[src/drsbr_pkg.sv]
// Package with the sequencer's register map, encodings and timing constants
package drsbr_pkg;
    // Register byte offsets
    localparam logic [7:0] ADDR_CTRL = 8'h00;
    localparam logic [7:0] ADDR_BRK_FREQ = 8'h04;
    localparam logic [7:0] ADDR_STOP_SPD = 8'h08;
    localparam logic [7:0] ADDR_DEMAG = 8'h0C;
    localparam logic [7:0] ADDR_SHORT_HOLD = 8'h10;
    localparam logic [7:0] ADDR_DC_TIME = 8'h14;
    localparam logic [7:0] ADDR_SPD_DELAY = 8'h18;
    localparam logic [7:0] ADDR_DET_TIME = 8'h1C;
    localparam logic [7:0] ADDR_RST_WAIT = 8'h20;
    localparam logic [7:0] ADDR_START_DLY = 8'h24;
    localparam logic [7:0] ADDR_CURRENT = 8'h28;
    localparam logic [7:0] ADDR_STATUS = 8'h2C;
    // Control register bit positions and the LSB of the short brake current field
    localparam int CTRL_STOP_MODE = 0;
    localparam int CTRL_DET_MODE = 1;
    localparam int CTRL_RESTART_EN = 2;
    localparam int CTRL_TERM_PROT = 3;
    localparam int CTRL_SW_RUN = 4;
    localparam int CUR_SHORT_LSB = 16;
    // Widths: frequency 0.01 Hz, time 0.01 s, current 0.1 %
    localparam int FREQ_W = 16;
    localparam int TIME_W = 20;
    localparam int CUR_W = 12;
    // Current limits in 0.1 % of rated current
    localparam logic [11:0] DC_CUR_MAX = 12'h3E8;
    localparam logic [11:0] SHORT_CUR_MAX = 12'h5DC;
    // Reset values
    localparam logic [15:0] STOP_SPD_RST = 16'h0032;
    localparam logic [19:0] DET_TIME_RST = 20'h00032;
    localparam logic [19:0] RST_WAIT_RST = 20'h00064;
    // Timebase: one tick per 10 ms at a 20 ns clock
    localparam int CLK_PERIOD_NS = 20;
    localparam int TICK_NS = 10_000_000;
    localparam int TICK_CYC = TICK_NS / CLK_PERIOD_NS;
    // Sequence states
    typedef enum logic [3:0] {
        ST_IDLE, ST_PROTECT, ST_START_WAIT, ST_RUN, ST_DECEL, ST_DEMAG,
        ST_SHORT_BRK, ST_DC_BRK, ST_STOP_DELAY, ST_DET_WAIT, ST_COAST
    } drsbr_state_e;
endpackage

[src/drsbr_seq.sv]
// Stop, braking, stop detection and power-on sequencer of the drive
//
// Implementation choices: the register offsets and the address-and-strobe port.
`timescale 1ns/1ps
// Functional notes
// - Stop braking only with non-zero start frequency
// - Below brake frequency, wait demagnetization time first
// - Short-circuit brake for hold time, skip if zero
// - DC brake for its time, skip if zero
// - After DC braking, release output to coast
// - Zero threshold: stop-speed delay then determination
// - Set-speed detection mode coasts directly
// - Feedback mode: coast now or after detect time
// - Output blocked during demagnetization interval
// - DC brake current is 0 to 100 percent
// - Short brake current is 0 to 150 percent
// - Restart enable retains running state, any source
// - Retained run resumes after restart wait time
// - Run command waits start delay in standby
// - Protect mode 0 blocks active terminal until re-edge
// - Protect mode 1 starts active terminal after init
// - Decelerate-to-stop lowers frequency along ramp
module drsbr_seq #(
    parameter int P_TICK_CYC = drsbr_pkg::TICK_CYC
) (
    input wire logic i_ref_clk,
    input wire logic i_rst,
    input wire logic [7:0] i_addr,
    input wire logic [31:0] i_wr_data,
    input wire logic i_wr,
    input wire logic i_rd,
    output logic [31:0] o_rd_data,
    input wire logic i_run_term,
    input wire logic i_init_done,
    input wire logic i_retained_run,
    input wire logic [drsbr_pkg::FREQ_W-1:0] i_ramp_freq,
    input wire logic [drsbr_pkg::FREQ_W-1:0] i_out_freq,
    output logic o_ramp_dec,
    output logic o_out_block,
    output logic o_short_brake,
    output logic o_dc_brake,
    output logic o_run_out,
    output logic [drsbr_pkg::CUR_W-1:0] o_brake_current,
    output logic o_retained_run
);
    import drsbr_pkg::*;
    // Configuration registers
    logic [4:0] ctrl_q;
    logic [FREQ_W-1:0] brk_freq_q, stop_spd_q;
    logic [TIME_W-1:0] demag_q, short_hold_q, dc_time_q, spd_delay_q;
    logic [TIME_W-1:0] det_time_q, rst_wait_q, start_dly_q;
    logic [CUR_W-1:0] dc_cur_q, short_cur_q;
    // Sequence state and helpers
    drsbr_state_e state_q, state_d;
    logic [TIME_W-1:0] tm_q;
    logic [19:0] tick_cnt_q;
    logic tick, tm_done;
    logic [4:0] outs_d; // Output pattern of the next state
    logic term_m_q, term_s_q; // Terminal synchroniser
    logic init_seen_q; // Power-up already handled
    logic restart_q; // Current start came from power-loss restart
    logic run_cmd;
    // Clamp a percentage field to its limit
    function automatic logic [11:0] clamp(input logic [11:0] v,
                                          input logic [11:0] lim);
        clamp = (v > lim) ? lim : v;
    endfunction
    // Output pattern {ramp_dec, block, short, dc, run} of a state
    function automatic logic [4:0] outs(input drsbr_state_e s);
        unique case (s)
            ST_RUN: outs = 5'h01;
            ST_DECEL, ST_STOP_DELAY, ST_DET_WAIT: outs = 5'h11;
            ST_SHORT_BRK: outs = 5'h04;
            ST_DC_BRK: outs = 5'h02;
            default: outs = 5'h08;
        endcase
    endfunction
    // Register writes
    always_ff @(posedge i_ref_clk or posedge i_rst) begin
        if (i_rst) begin
            ctrl_q <= 5'h00;
            brk_freq_q <= 16'h0000;
            stop_spd_q <= STOP_SPD_RST;
            demag_q <= 20'h00000;
            short_hold_q <= 20'h00000;
            dc_time_q <= 20'h00000;
            spd_delay_q <= 20'h00000;
            det_time_q <= DET_TIME_RST;
            rst_wait_q <= RST_WAIT_RST;
            start_dly_q <= 20'h00000;
            dc_cur_q <= 12'h000;
            short_cur_q <= 12'h000;
        end else if (i_wr) begin
            unique case (i_addr)
                ADDR_CTRL: ctrl_q <= i_wr_data[4:0];
                ADDR_BRK_FREQ: brk_freq_q <= i_wr_data[FREQ_W-1:0];
                ADDR_STOP_SPD: stop_spd_q <= i_wr_data[FREQ_W-1:0];
                ADDR_DEMAG: demag_q <= i_wr_data[TIME_W-1:0];
                ADDR_SHORT_HOLD: short_hold_q <= i_wr_data[TIME_W-1:0];
                ADDR_DC_TIME: dc_time_q <= i_wr_data[TIME_W-1:0];
                ADDR_SPD_DELAY: spd_delay_q <= i_wr_data[TIME_W-1:0];
                ADDR_DET_TIME: det_time_q <= i_wr_data[TIME_W-1:0];
                ADDR_RST_WAIT: rst_wait_q <= i_wr_data[TIME_W-1:0];
                ADDR_START_DLY: start_dly_q <= i_wr_data[TIME_W-1:0];
                ADDR_CURRENT: begin
                    // Limits on both setpoints
                    dc_cur_q <= clamp(i_wr_data[CUR_W-1:0], DC_CUR_MAX);
                    short_cur_q <= clamp(
                        i_wr_data[CUR_SHORT_LSB +: CUR_W], SHORT_CUR_MAX);
                end
                default: ;
            endcase
        end
    end
    // Read data valid only in the cycle after the strobe
    always_ff @(posedge i_ref_clk or posedge i_rst) begin
        if (i_rst) begin
            o_rd_data <= 32'h0000_0000;
        end else if (!i_rd) begin
            o_rd_data <= 32'h0000_0000;
        end else begin
            unique case (i_addr)
                ADDR_CTRL: o_rd_data <= {27'h0, ctrl_q};
                ADDR_BRK_FREQ: o_rd_data <= {16'h0, brk_freq_q};
                ADDR_STOP_SPD: o_rd_data <= {16'h0, stop_spd_q};
                ADDR_DEMAG: o_rd_data <= {12'h0, demag_q};
                ADDR_SHORT_HOLD: o_rd_data <= {12'h0, short_hold_q};
                ADDR_DC_TIME: o_rd_data <= {12'h0, dc_time_q};
                ADDR_SPD_DELAY: o_rd_data <= {12'h0, spd_delay_q};
                ADDR_DET_TIME: o_rd_data <= {12'h0, det_time_q};
                ADDR_RST_WAIT: o_rd_data <= {12'h0, rst_wait_q};
                ADDR_START_DLY: o_rd_data <= {12'h0, start_dly_q};
                ADDR_CURRENT: o_rd_data <= {4'h0, short_cur_q, 4'h0, dc_cur_q};
                ADDR_STATUS: o_rd_data <= {24'h0, o_run_out, term_s_q,
                                           restart_q, init_seen_q, state_q};
                default: o_rd_data <= 32'h0000_0000;
            endcase
        end
    end
    // Two-stage synchroniser for the run terminal
    always_ff @(posedge i_ref_clk or posedge i_rst) begin
        if (i_rst) begin
            term_m_q <= 1'b0;
            term_s_q <= 1'b0;
        end else begin
            term_m_q <= i_run_term;
            term_s_q <= term_m_q;
        end
    end
    // Timebase tick divider
    always_ff @(posedge i_ref_clk or posedge i_rst) begin
        if (i_rst) begin
            tick_cnt_q <= 20'h00000;
        end else if (tick) begin
            tick_cnt_q <= 20'h00000;
        end else begin
            tick_cnt_q <= tick_cnt_q + 20'h00001;
        end
    end
    assign tick = (tick_cnt_q == 20'(P_TICK_CYC - 1));
    // Duration of the current state
    function automatic logic [TIME_W-1:0] tgt(input drsbr_state_e s,
                                             input logic rs);
        unique case (s)
            ST_START_WAIT: tgt = rs ? rst_wait_q : start_dly_q;
            ST_DEMAG: tgt = demag_q;
            ST_SHORT_BRK: tgt = short_hold_q;
            ST_DC_BRK: tgt = dc_time_q;
            ST_STOP_DELAY: tgt = spd_delay_q;
            ST_DET_WAIT: tgt = det_time_q;
            default: tgt = '0;
        endcase
    endfunction
    // State timer, cleared on each state entry
    always_ff @(posedge i_ref_clk or posedge i_rst) begin
        if (i_rst) begin
            tm_q <= 20'h00000;
        end else if (state_d != state_q) begin
            tm_q <= 20'h00000;
        end else if (tick && !tm_done) begin
            tm_q <= tm_q + 20'h00001;
        end
    end
    assign tm_done = (tm_q >= tgt(state_q, restart_q));
    // Run from software or a terminal that is not under protection
    assign run_cmd = ctrl_q[CTRL_SW_RUN] ||
                     (term_s_q && state_q != ST_PROTECT);
    // Next state
    always_comb begin
        state_d = state_q;
        unique case (state_q)
            ST_IDLE: begin
                if (i_init_done && !init_seen_q) begin
                    // First power-up decision
                    if (ctrl_q[CTRL_RESTART_EN] && i_retained_run) begin
                        state_d = ST_START_WAIT;
                    end else if (term_s_q && !ctrl_q[CTRL_TERM_PROT]) begin
                        state_d = ST_PROTECT;
                    end else if (run_cmd) begin
                        state_d = ST_START_WAIT;
                    end
                end else if (init_seen_q && run_cmd) begin
                    state_d = ST_START_WAIT; // Standby first
                end
            end
            ST_PROTECT: begin
                if (!term_s_q) begin
                    state_d = ST_IDLE; // Needs a fresh edge
                end
            end
            ST_START_WAIT: begin
                if (tm_done) begin
                    state_d = ST_RUN;
                end
            end
            ST_RUN: begin
                if (!run_cmd) begin
                    state_d = ctrl_q[CTRL_STOP_MODE] ? ST_COAST : ST_DECEL;
                end
            end
            ST_DECEL: begin
                // Braking path only with a threshold
                if (brk_freq_q != '0 && i_ramp_freq < brk_freq_q) begin
                    state_d = ST_DEMAG;
                end else if (brk_freq_q == '0 &&
                             i_ramp_freq < stop_spd_q) begin
                    state_d = ST_STOP_DELAY;
                end
            end
            ST_DEMAG: begin
                if (tm_done) begin
                    if (short_hold_q != '0) begin
                        state_d = ST_SHORT_BRK;
                    end else if (dc_time_q != '0) begin
                        state_d = ST_DC_BRK;
                    end else begin
                        state_d = ST_COAST;
                    end
                end
            end
            ST_SHORT_BRK: begin
                if (tm_done) begin
                    state_d = (dc_time_q != '0) ? ST_DC_BRK : ST_COAST;
                end
            end
            ST_STOP_DELAY: begin
                if (tm_done) begin
                    // Mode bit selects detection
                    if (!ctrl_q[CTRL_DET_MODE] ||
                        i_out_freq < stop_spd_q) begin
                        state_d = ST_COAST;
                    end else begin
                        state_d = ST_DET_WAIT;
                    end
                end
            end
            ST_DC_BRK, ST_DET_WAIT: begin
                if (tm_done) begin
                    state_d = ST_COAST;
                end
            end
            ST_COAST: state_d = ST_IDLE;
            default: state_d = ST_IDLE;
        endcase
    end
    // State, power-up bookkeeping and restart origin
    always_ff @(posedge i_ref_clk or posedge i_rst) begin
        if (i_rst) begin
            state_q <= ST_IDLE;
            init_seen_q <= 1'b0;
            restart_q <= 1'b0;
        end else begin
            state_q <= state_d;
            if (state_q == ST_IDLE && i_init_done) begin
                init_seen_q <= 1'b1;
            end
            if (state_q == ST_IDLE) begin
                restart_q <= !init_seen_q && ctrl_q[CTRL_RESTART_EN] &&
                             i_retained_run;
            end
        end
    end
    // Registered outputs decoded from the next state
    assign outs_d = outs(state_d);
    always_ff @(posedge i_ref_clk or posedge i_rst) begin
        if (i_rst) begin
            {o_ramp_dec, o_out_block, o_short_brake, o_dc_brake,
             o_run_out} <= 5'h08;
            o_brake_current <= 12'h000;
            o_retained_run <= 1'b0;
        end else begin
            {o_ramp_dec, o_out_block, o_short_brake, o_dc_brake,
             o_run_out} <= outs_d;
            o_brake_current <= (state_d == ST_SHORT_BRK) ? short_cur_q :
                               (state_d == ST_DC_BRK) ? dc_cur_q : 12'h000;
            // Running state for the store when enabled
            o_retained_run <= ctrl_q[CTRL_RESTART_EN] && outs_d[0];
        end
    end
endmodule // drsbr_seq

[config.mk]
export PLATFORM = sky130hd
export DESIGN_NAME = drsbr_seq
export DESIGN_NICKNAME = d
export VERILOG_FILES = /design/src/drsbr_pkg.sv /design/src/drsbr_seq.sv
export SDC_FILE = /design/constraint.sdc
export NUM_CORES = 1
export LEC_CHECK = 0
export BUFFER_PORTS_ARGS = -buffer_cell sky130_fd_sc_hd__buf_2
export CORE_MARGIN = 5
export CORE_UTILIZATION = 30
export DETAILED_ROUTE_END_ITERATION = 6
export PLACE_DENSITY = 0.43
export SYNTH_ARGS = -nofsm -noshare
export SYNTH_HDL_FRONTEND = slang
export SYNTH_SLANG_ARGS = --single-unit
[constraint.sdc]
create_clock -name i_ref_clk -period 21.6 [get_ports i_ref_clk]
set_clock_uncertainty 0.2 [all_clocks]
set_input_delay 2.16 -clock i_ref_clk [delete_from_list [all_inputs] [get_ports i_ref_clk]]
set_output_delay 2.16 -clock i_ref_clk [all_outputs]
set_load 0.02 [all_outputs]
==> summary.md, run 1 <==
| Metric | Value |
|---|---|
| Post-DR vias/cell | between 5 and 6 |
| GRT overflow | 0 |
| Hold/Removal Path Class | reg -> reg |
| Cell Area, Synth | ~15,000 um^2 |
| Die Width | 235 um |
| Crit Path Class | reg -> reg |
| Number of synthesis warnings | 0 |
| Crit path time final | approximately 6.1 ns |
| Reg-to-reg setup timing slack | roughly 16 ns |
| Fin worst setup slack | between 15 and 20 ns |
| Total wire length | between 50,000 and 60,000 um |
| Worst-margin pin slew | approximately 1.2 ns |
| Pwr dens | approximately 85 nW/um^2 |
| Top_reg_cell synth | dfrtp_1 |
| Outcome | finished, final reports clean |
| Initial antenna violation count | 0 |
| CP startpoint kind | flop |
| Reg-to-Reg Start | state_q[1] |
| Initial DRT Pass Iterations | 5 |
| Async SR Flop Fraction | 1.00 |
| Die Y | around 240 um |
| Starting DRT DRC Count | ~1,100 |
| Unrepaired setup endpoints after global routing | no |
| Pins Over Slew Limit | 0 |
| Critical path data arrival time | roughly 6.3 ns |
| Setup TNS | 0 ns |
| Vias in the first global route | around 12,000 |
| Maximum clock rate | roughly 160 MHz |
| Avg Inst Size Synth | about 11 um^2 |
| Avg WL per Cell | 25.5 um |
| Setup crit start | state_q[1] |
| Critical path destination | o_run_out |
| Setup Viol. Count Final | 0 |
| Worst slew margin | 0.174 |
| Reg2reg path depth | 17 |
| Worst-skew pair later-pin latency | between 0.5 and 0.6 ns |
| CTS sink count | a little under 300 |
| Hold_buf cts | 0 |
| IO Pins | ~130 |
| Maximum VDD drop | 0.0523 mV |
| Reg clk slew, reported paths | about 0.06 ns |
| Worst-path maximum fanout | 19 |
| Most common cell after layout, fill and taps aside | dfrtp_1 |
| Period utilization | 0.281 |
| First-pass GRT wire length | 81,200 um |
| Placed wire-length estimate | ~37,000 um |
| Largest net degree at the start of global routing | ~170 |
| Gpl congestion | about 0.84 |
| Sequential area share after synthesis | 0.486 |
| CTS HTree Levels | 2 |
| Leakage power | between 0.008 and 0.009 uW |
| Cts repair resizes | 0 |
| Endpoints failing hold | 0 |
| Nets@finish | 1,581 |
| Num CTS Buffers | 37 |
| Via count | between 10,000 and 15,000 |
| Die Area | around 55,000 um^2 |
| Port Buffers | 120 |
| FF+latch count, synth | about 300 |
| Starting Density | 0.304 |
| Share of cells above drive strength 1 | 0.296 |
| ANT cells | 0 |
| Worst Path Required | 21.83 ns |
| CTS root buf | clkbuf_16 |
| FP Rows | between 80 and 90 |
| Worst setup EP type | flop |
| Core Footprint | roughly 50,000 um^2 |
| Setup Buffers After CTS | 0 |
| Dpl ws | about 16 ns |
| Synth-to-layout area growth | 16.6% |
| Antenna Nets Post-Route | 0 |
| TritonCTS clock tree | yes |
| Post-route DRC violation count | 0 |
| Distinct cells, synth | 76 |
| Max-cap viol count | 0 |
| CTS max path bufs | 3 |
| GRT Total Usage | 0.192 |
| Commonest non-fill, non-tap cells in the layout | dfrtp_1 (285), mux2_2 (177), buf_2 (120), nand2_1 (83), ha_1 (67) |
| Post-synth EDFFs | 0 |
| Post-Syn Instances | between 1,000 and 1,500 |
| Reg2reg end | o_run_out |
==> power by group <==
group	internal, uW	total (uW)	switching, uW
Clock	363	619	255
Combinational	92.4	277	184
Sequential	579	614	34.5
Total	1030	1510	474
==> cells by family after synthesis <==
kind of cell / count (synthesis) / synth area share
AO/OA/AOI/OAI: 288 / 0.148
XOR/XNOR: 35 / 0.0201
adder cells (fa/ha/maj): 67 / 0.0550
buffers and inverters: 128 / 0.0357
flip-flops: 295 / 0.486
multiplexers: 210 / 0.153
other: 1 / 0.000246
AND/OR/NAND/NOR: 310 / 0.103
==> worst max-delay path, cell delays in order, from the launching register on <==
cell,delay (ns)
dfrtp_1,0.79
inv_1,0.33
nand2_1,0.20
nor2_1,0.17
buf_4,0.32
a221o_1,0.32
a221oi_1,0.54
ha_1,0.37
a21oi_1,0.14
o21ai_1,0.10
a221oi_1,0.43
o31ai_2,0.21
nor2_2,0.46
mux2i_1,0.23
nor4bb_4,0.28
buf_4,0.36
nor2_1,0.11
or3_1,0.38
==> worst min path at each step <==
stage                     endpoint  slack, ns  startpoint  depth (start not counted)
after floorplan           term_s_q       0.13    term_m_q                          0
after global placement    term_s_q       0.17    term_m_q                          0
after detailed placement  term_s_q       0.15    term_m_q                          0
after global routing      term_s_q       0.20    term_m_q                          0
after CTS                 term_s_q       0.19    term_m_q                          0
final                     term_s_q       0.18    term_m_q                          0
==> flip-flops by register name, summed over array words and instances (netlist names), 4 cells and up <==
signal and cells:
o_rd_data 28, dc_time_q 20, demag_q 20, det_time_q 20, rst_wait_q 20, short_hold_q 20, spd_delay_q 20, start_dly_q 20
tick_cnt_q 20, tm_q 20, brk_freq_q 16, stop_spd_q 16, dc_cur_q 12, o_brake_current 12, short_cur_q 12, ctrl_q 5
state_q 4
==> cell usage after synthesis (all sizes together) (20+ instances only) <==
library cell,number,area share
a22oi,28,0.014
a22o,39,0.022
a31oi,21,0.0086
mux2i,33,0.022
o21ai,37,0.012
nand2,83,0.020
clkbuf,73,0.018
xor2,22,0.013
mux2,177,0.13
dfrtp,285,0.47
a221oi,54,0.031
a21oi,23,0.0078
ha,67,0.055
inv,39,0.0096
nor2,87,0.025
and3,20,0.0082
nand3,28,0.0095
==> metrics by stage <==
step	cell area [um^2]	hold WS, ns	utilization	cells	total power, uW
floorplan	15200	0.131	-	1337	806
global placement	16500	0.173	0.330	2068	898
detailed placement	16500	0.152	0.330	2068	900
CTS	17800	0.192	0.354	2136	1530
global route	17800	0.201	0.354	2136	1580
finish	17800	0.184	0.354	2136	1510
==> per-layer routing <==
layer / GRT usage / part of all wire / vias up / routed length (um)
li1: - / - / 5235 / -
met4: 0.0621 / 0.029 / 0 / 1580
met5: 0 / 0 / - / 0
met2: 0.301 / 0.45 / 411 / 24600
met1: 0.272 / 0.46 / 5972 / 25200
met3: 0.0321 / 0.059 / 100 / 3210
==> area by class of cell <==
cell class | count | area (um^2)
timing repair buffer | 148 | 823
tap | 672 | 841
fill | 5002 | 32400
multi-input combinational | 914 | 7340
clock inverter | 16 | 164
clock buffer | 52 | 1040
sequential | 295 | 7390
inverter | 39 | 154
Power figures use the tool's default switching activity.
==> inputs of run 2 (changes only) <==
- clock period: 21.6 -> 6 ns (I/O delays scaled with it)
==> run 2 against run 1 <==
  * Sequential cell count unchanged
  * Via count increased by 0.87%
  * Global-route usage increased by 0.22 points
  * Sequential power rose to 3.6 times the previous value
  * Sequential share of layout area shrank 0.44 points
  * Die area did not move
  * Clock power rose to 3.5 times the previous value
  * Clock-buffer cell count down 1
  * Core utilization up 0.38 points
  * Register-to-register slack lost 15 ns
  * First-iteration DRC count is 10% lower
  * Combinational power rose to 4.0 times the previous value
  * Highest routed layer is now met5
==> summary.md, run 2 (synthesis gave the netlist of run 1 again) <==
| Metric | Value |
|---|---|
| Metal2 WL | 25,200 um (+2.2%) |
| Share of cells above drive strength 1 | 0.305 (+0.00808) |
| Post-layout util | 0.358 (+0.00377) |
| Port Buffers | 120 (unchanged) |
| Worst-margin pin slew | 1.24 ns (+0.00566 ns) |
| GRT overflow | 0 (unchanged) |
| Endpoints failing hold | 0 (unchanged) |
| Post-route DRC violation count | 0 (unchanged) |
| Die Width | 235 um (unchanged) |
| Initial antenna violation count | 4 (+4) |
| Synth-to-layout area growth | 17.8% |
| Reg clk slew, reported paths | 0.06 ns (about the same) |
| Total wire length | 55,300 um (+1.3%) |
| CTS max path bufs | 3 (unchanged) |
| Initial DRT Pass Iterations | 5 (unchanged) |
| Met1 WL | 25,200 um (about the same) |
| Max Used Layer | met5 |
| Nets@finish | 1,602 (+1.3%) |
| CTS sink count | 295 (unchanged) |
| Buffer and inverter count on the worst path | 2 (-1) |
| Crit path cell chain | and2b_1 -> and2_1 -> buf_4 -> a221o_1 -> a221oi_1 -> ha_1 -> nand4_1 -> o311a_1 -> o31ai_2 -> nor2_2 -> mux2i_1 -> nor4bb_4 -> buf_12 -> nor2_1 -> or3_1 |
| Metal3 WL | 3340 um (+4.1%) |
| Fin worst setup slack | 0.721 ns (-14.80 ns) |
| CTS root buf | clkbuf_16 |
| Placed wire-length estimate | 38,500 um (+2.8%) |
| Setup Buffers After CTS | 0 (unchanged) |
| Most common cell after layout, fill and taps aside | dfrtp_1 |
| Critical path's top delay family | simple AND/OR/NAND/NOR gates |
| Vias in the first global route | 12,058 (-0.51%) |
| Die Y | 235 um (unchanged) |
| Max-cap viol count | 0 (unchanged) |
| Pwr dens | 306 nW/um^2 (+260%) |
| Core Footprint | 50,200 um^2 (unchanged) |
| Setup TNS | 0 ns (unchanged) |
| Post-DR vias/cell | 5.48 (-0.11%) |
| Critical path data arrival time | 5.50 ns (-0.81 ns) |
| Period utilization | 0.880 (+0.599) |
| Dpl ws | 0.777 ns (-14.80 ns) |
| Worst setup EP type | flop |
| Num CTS Buffers | 37 (unchanged) |
| Gpl congestion | 0.838 (-0.51%) |
| CTS HTree Levels | 2 (unchanged) |
| Post-route insts no fill | 2,157 (+0.98%) |
| Worst-path maximum fanout | 11 (-8) |
| Largest net degree at the start of global routing | 175 (+1.2%) |
| Unrepaired setup endpoints after global routing | no |
| Slowest-stage cell, CP | dfrtp_1 |
| Commonest non-fill, non-tap cells in the layout | dfrtp_1 (285), mux2_2 (177), buf_2 (120), nand2_1 (83), ha_1 (67) |
| Via count | 11,820 (+0.87%) |
| Leakage power | 0.00822 uW (+1.2%) |
| Die Area | 55,400 um^2 (unchanged) |
| GRT Total Usage | 0.194 (+0.00224) |
| Worst Path Required | 6.22 ns (-15.61 ns) |
| Outcome | finished, final reports clean |
| Avg WL per Cell | 25.6 um (+0.31%) |
| Register bank with the most flops | o_rd_data |
| Crit path time final | 5.28 ns (-0.798 ns) |
| Starting Density | 0.304 (unchanged) |
| Worst slew margin | 0.170 (-0.00379) |
| Cts repair resizes | 0 (unchanged) |
| Maximum VDD drop | 0.179 mV (+240%) |
| Hold_buf cts | 1 (+1) |
| CP max stage delay | 0.56 ns (-0.23 ns) |
| TritonCTS clock tree | yes |
| Starting DRT DRC Count | 956 (-10%) |
| Worst-skew pair later-pin latency | 0.55 ns (-0.02 ns) |
| First-pass GRT wire length | 81,800 um (+0.69%) |
| Total Power | 5490 uW (+260%) |
| IO Pins | 129 (unchanged) |
| Crit Path Class | reg -> reg |
| Pins Over Slew Limit | 0 (unchanged) |
| Maximum clock rate | 189 MHz (+15%) |
| CP startpoint kind | flop |
| Antenna Nets Post-Route | 0 (unchanged) |
| Hold/Removal Path Class | in -> async |
| Dpl cells | 2,088 (+0.97%) |
| Max FFs per register | 28 (unchanged) |
| Setup Viol. Count Final | 0 (unchanged) |
| FP Rows | 82 (unchanged) |
-- run 2: cell count changes in the layout (fill, tap and decap cells not counted), moves of 2 or more --
| cell | before | now |
|---|---|---|
| clkbuf_8 | 6 | 4 |
| clkbuf_16 | 37 | 39 |
| clkinv_8 | 2 | 0 |
| diode_2 | 0 | 4 |
| buf_4 | 27 | 41 |
| buf_12 | 1 | 7 |
-- run 2: area by class of cell --
type                       instances  area [um^2]
antenna                            4         10.0
clock buffer                      51         1060
clock inverter                    13         98.8
fill                            4988        32200
inverter                          39          150
multi-input combinational        914         7330
sequential                       295         7390
tap                              672          841
timing repair buffer             169         1060
-- run 2: path summary, 6_finish.rpt --
check | depth (start not counted) | end | from | slack, ns
max reg2reg | 15 | o_run_out | state_q[3] | 0.72
max | 15 | o_run_out | state_q[3] | 0.72
max in group asynchronous | 3 | dc_time_q[12] | i_rst | 4.14
min reg2reg | 0 | term_s_q | term_m_q | 0.15
min | 2 | tick_cnt_q[4] | i_rst | 0.01
min in group i_ref_clk | 2 | short_cur_q[6] | i_wr_data[22] | 0.08
-- run 2: per-layer routing --
layer | track usage | vias to the layer above
li1 | - | 5265
met1 | 0.273 | 6082
met2 | 0.306 | 386
met3 | 0.0396 | 85
met4 | 0.0531 | 2
met5 | 0 | -
-- run 2: worst reg2reg max path: cells and delay by family, from the launching register on --
kind	cells	cell delay, ns
buffers and inverters	2	0.53
AND/OR/NAND/NOR	7	1.72
multiplexers	1	0.22
flip-flops	1	0.56
AO/OA/AOI/OAI	4	1.69
adder cells (fa/ha/maj)	1	0.22
-- run 2: where the power goes --
part           switching [uW]  leakage [uW]  total (uW)  internal (uW)
combinational             687       0.00362        1110            426
sequential                116       0.00402        2200           2090
clock                     894      0.000573        2170           1280
total                    1700       0.00822        5490           3790
-- run 2: per-stage QoR --
step | hold slack (ns) | instance area, um^2
global route | 0.0720 | 17900
global placement | 0.145 | 16800
finish | 0.0130 | 17900
detailed placement | 0.150 | 16800
floorplan | 0.131 | 15200
CTS | 0.0244 | 17900
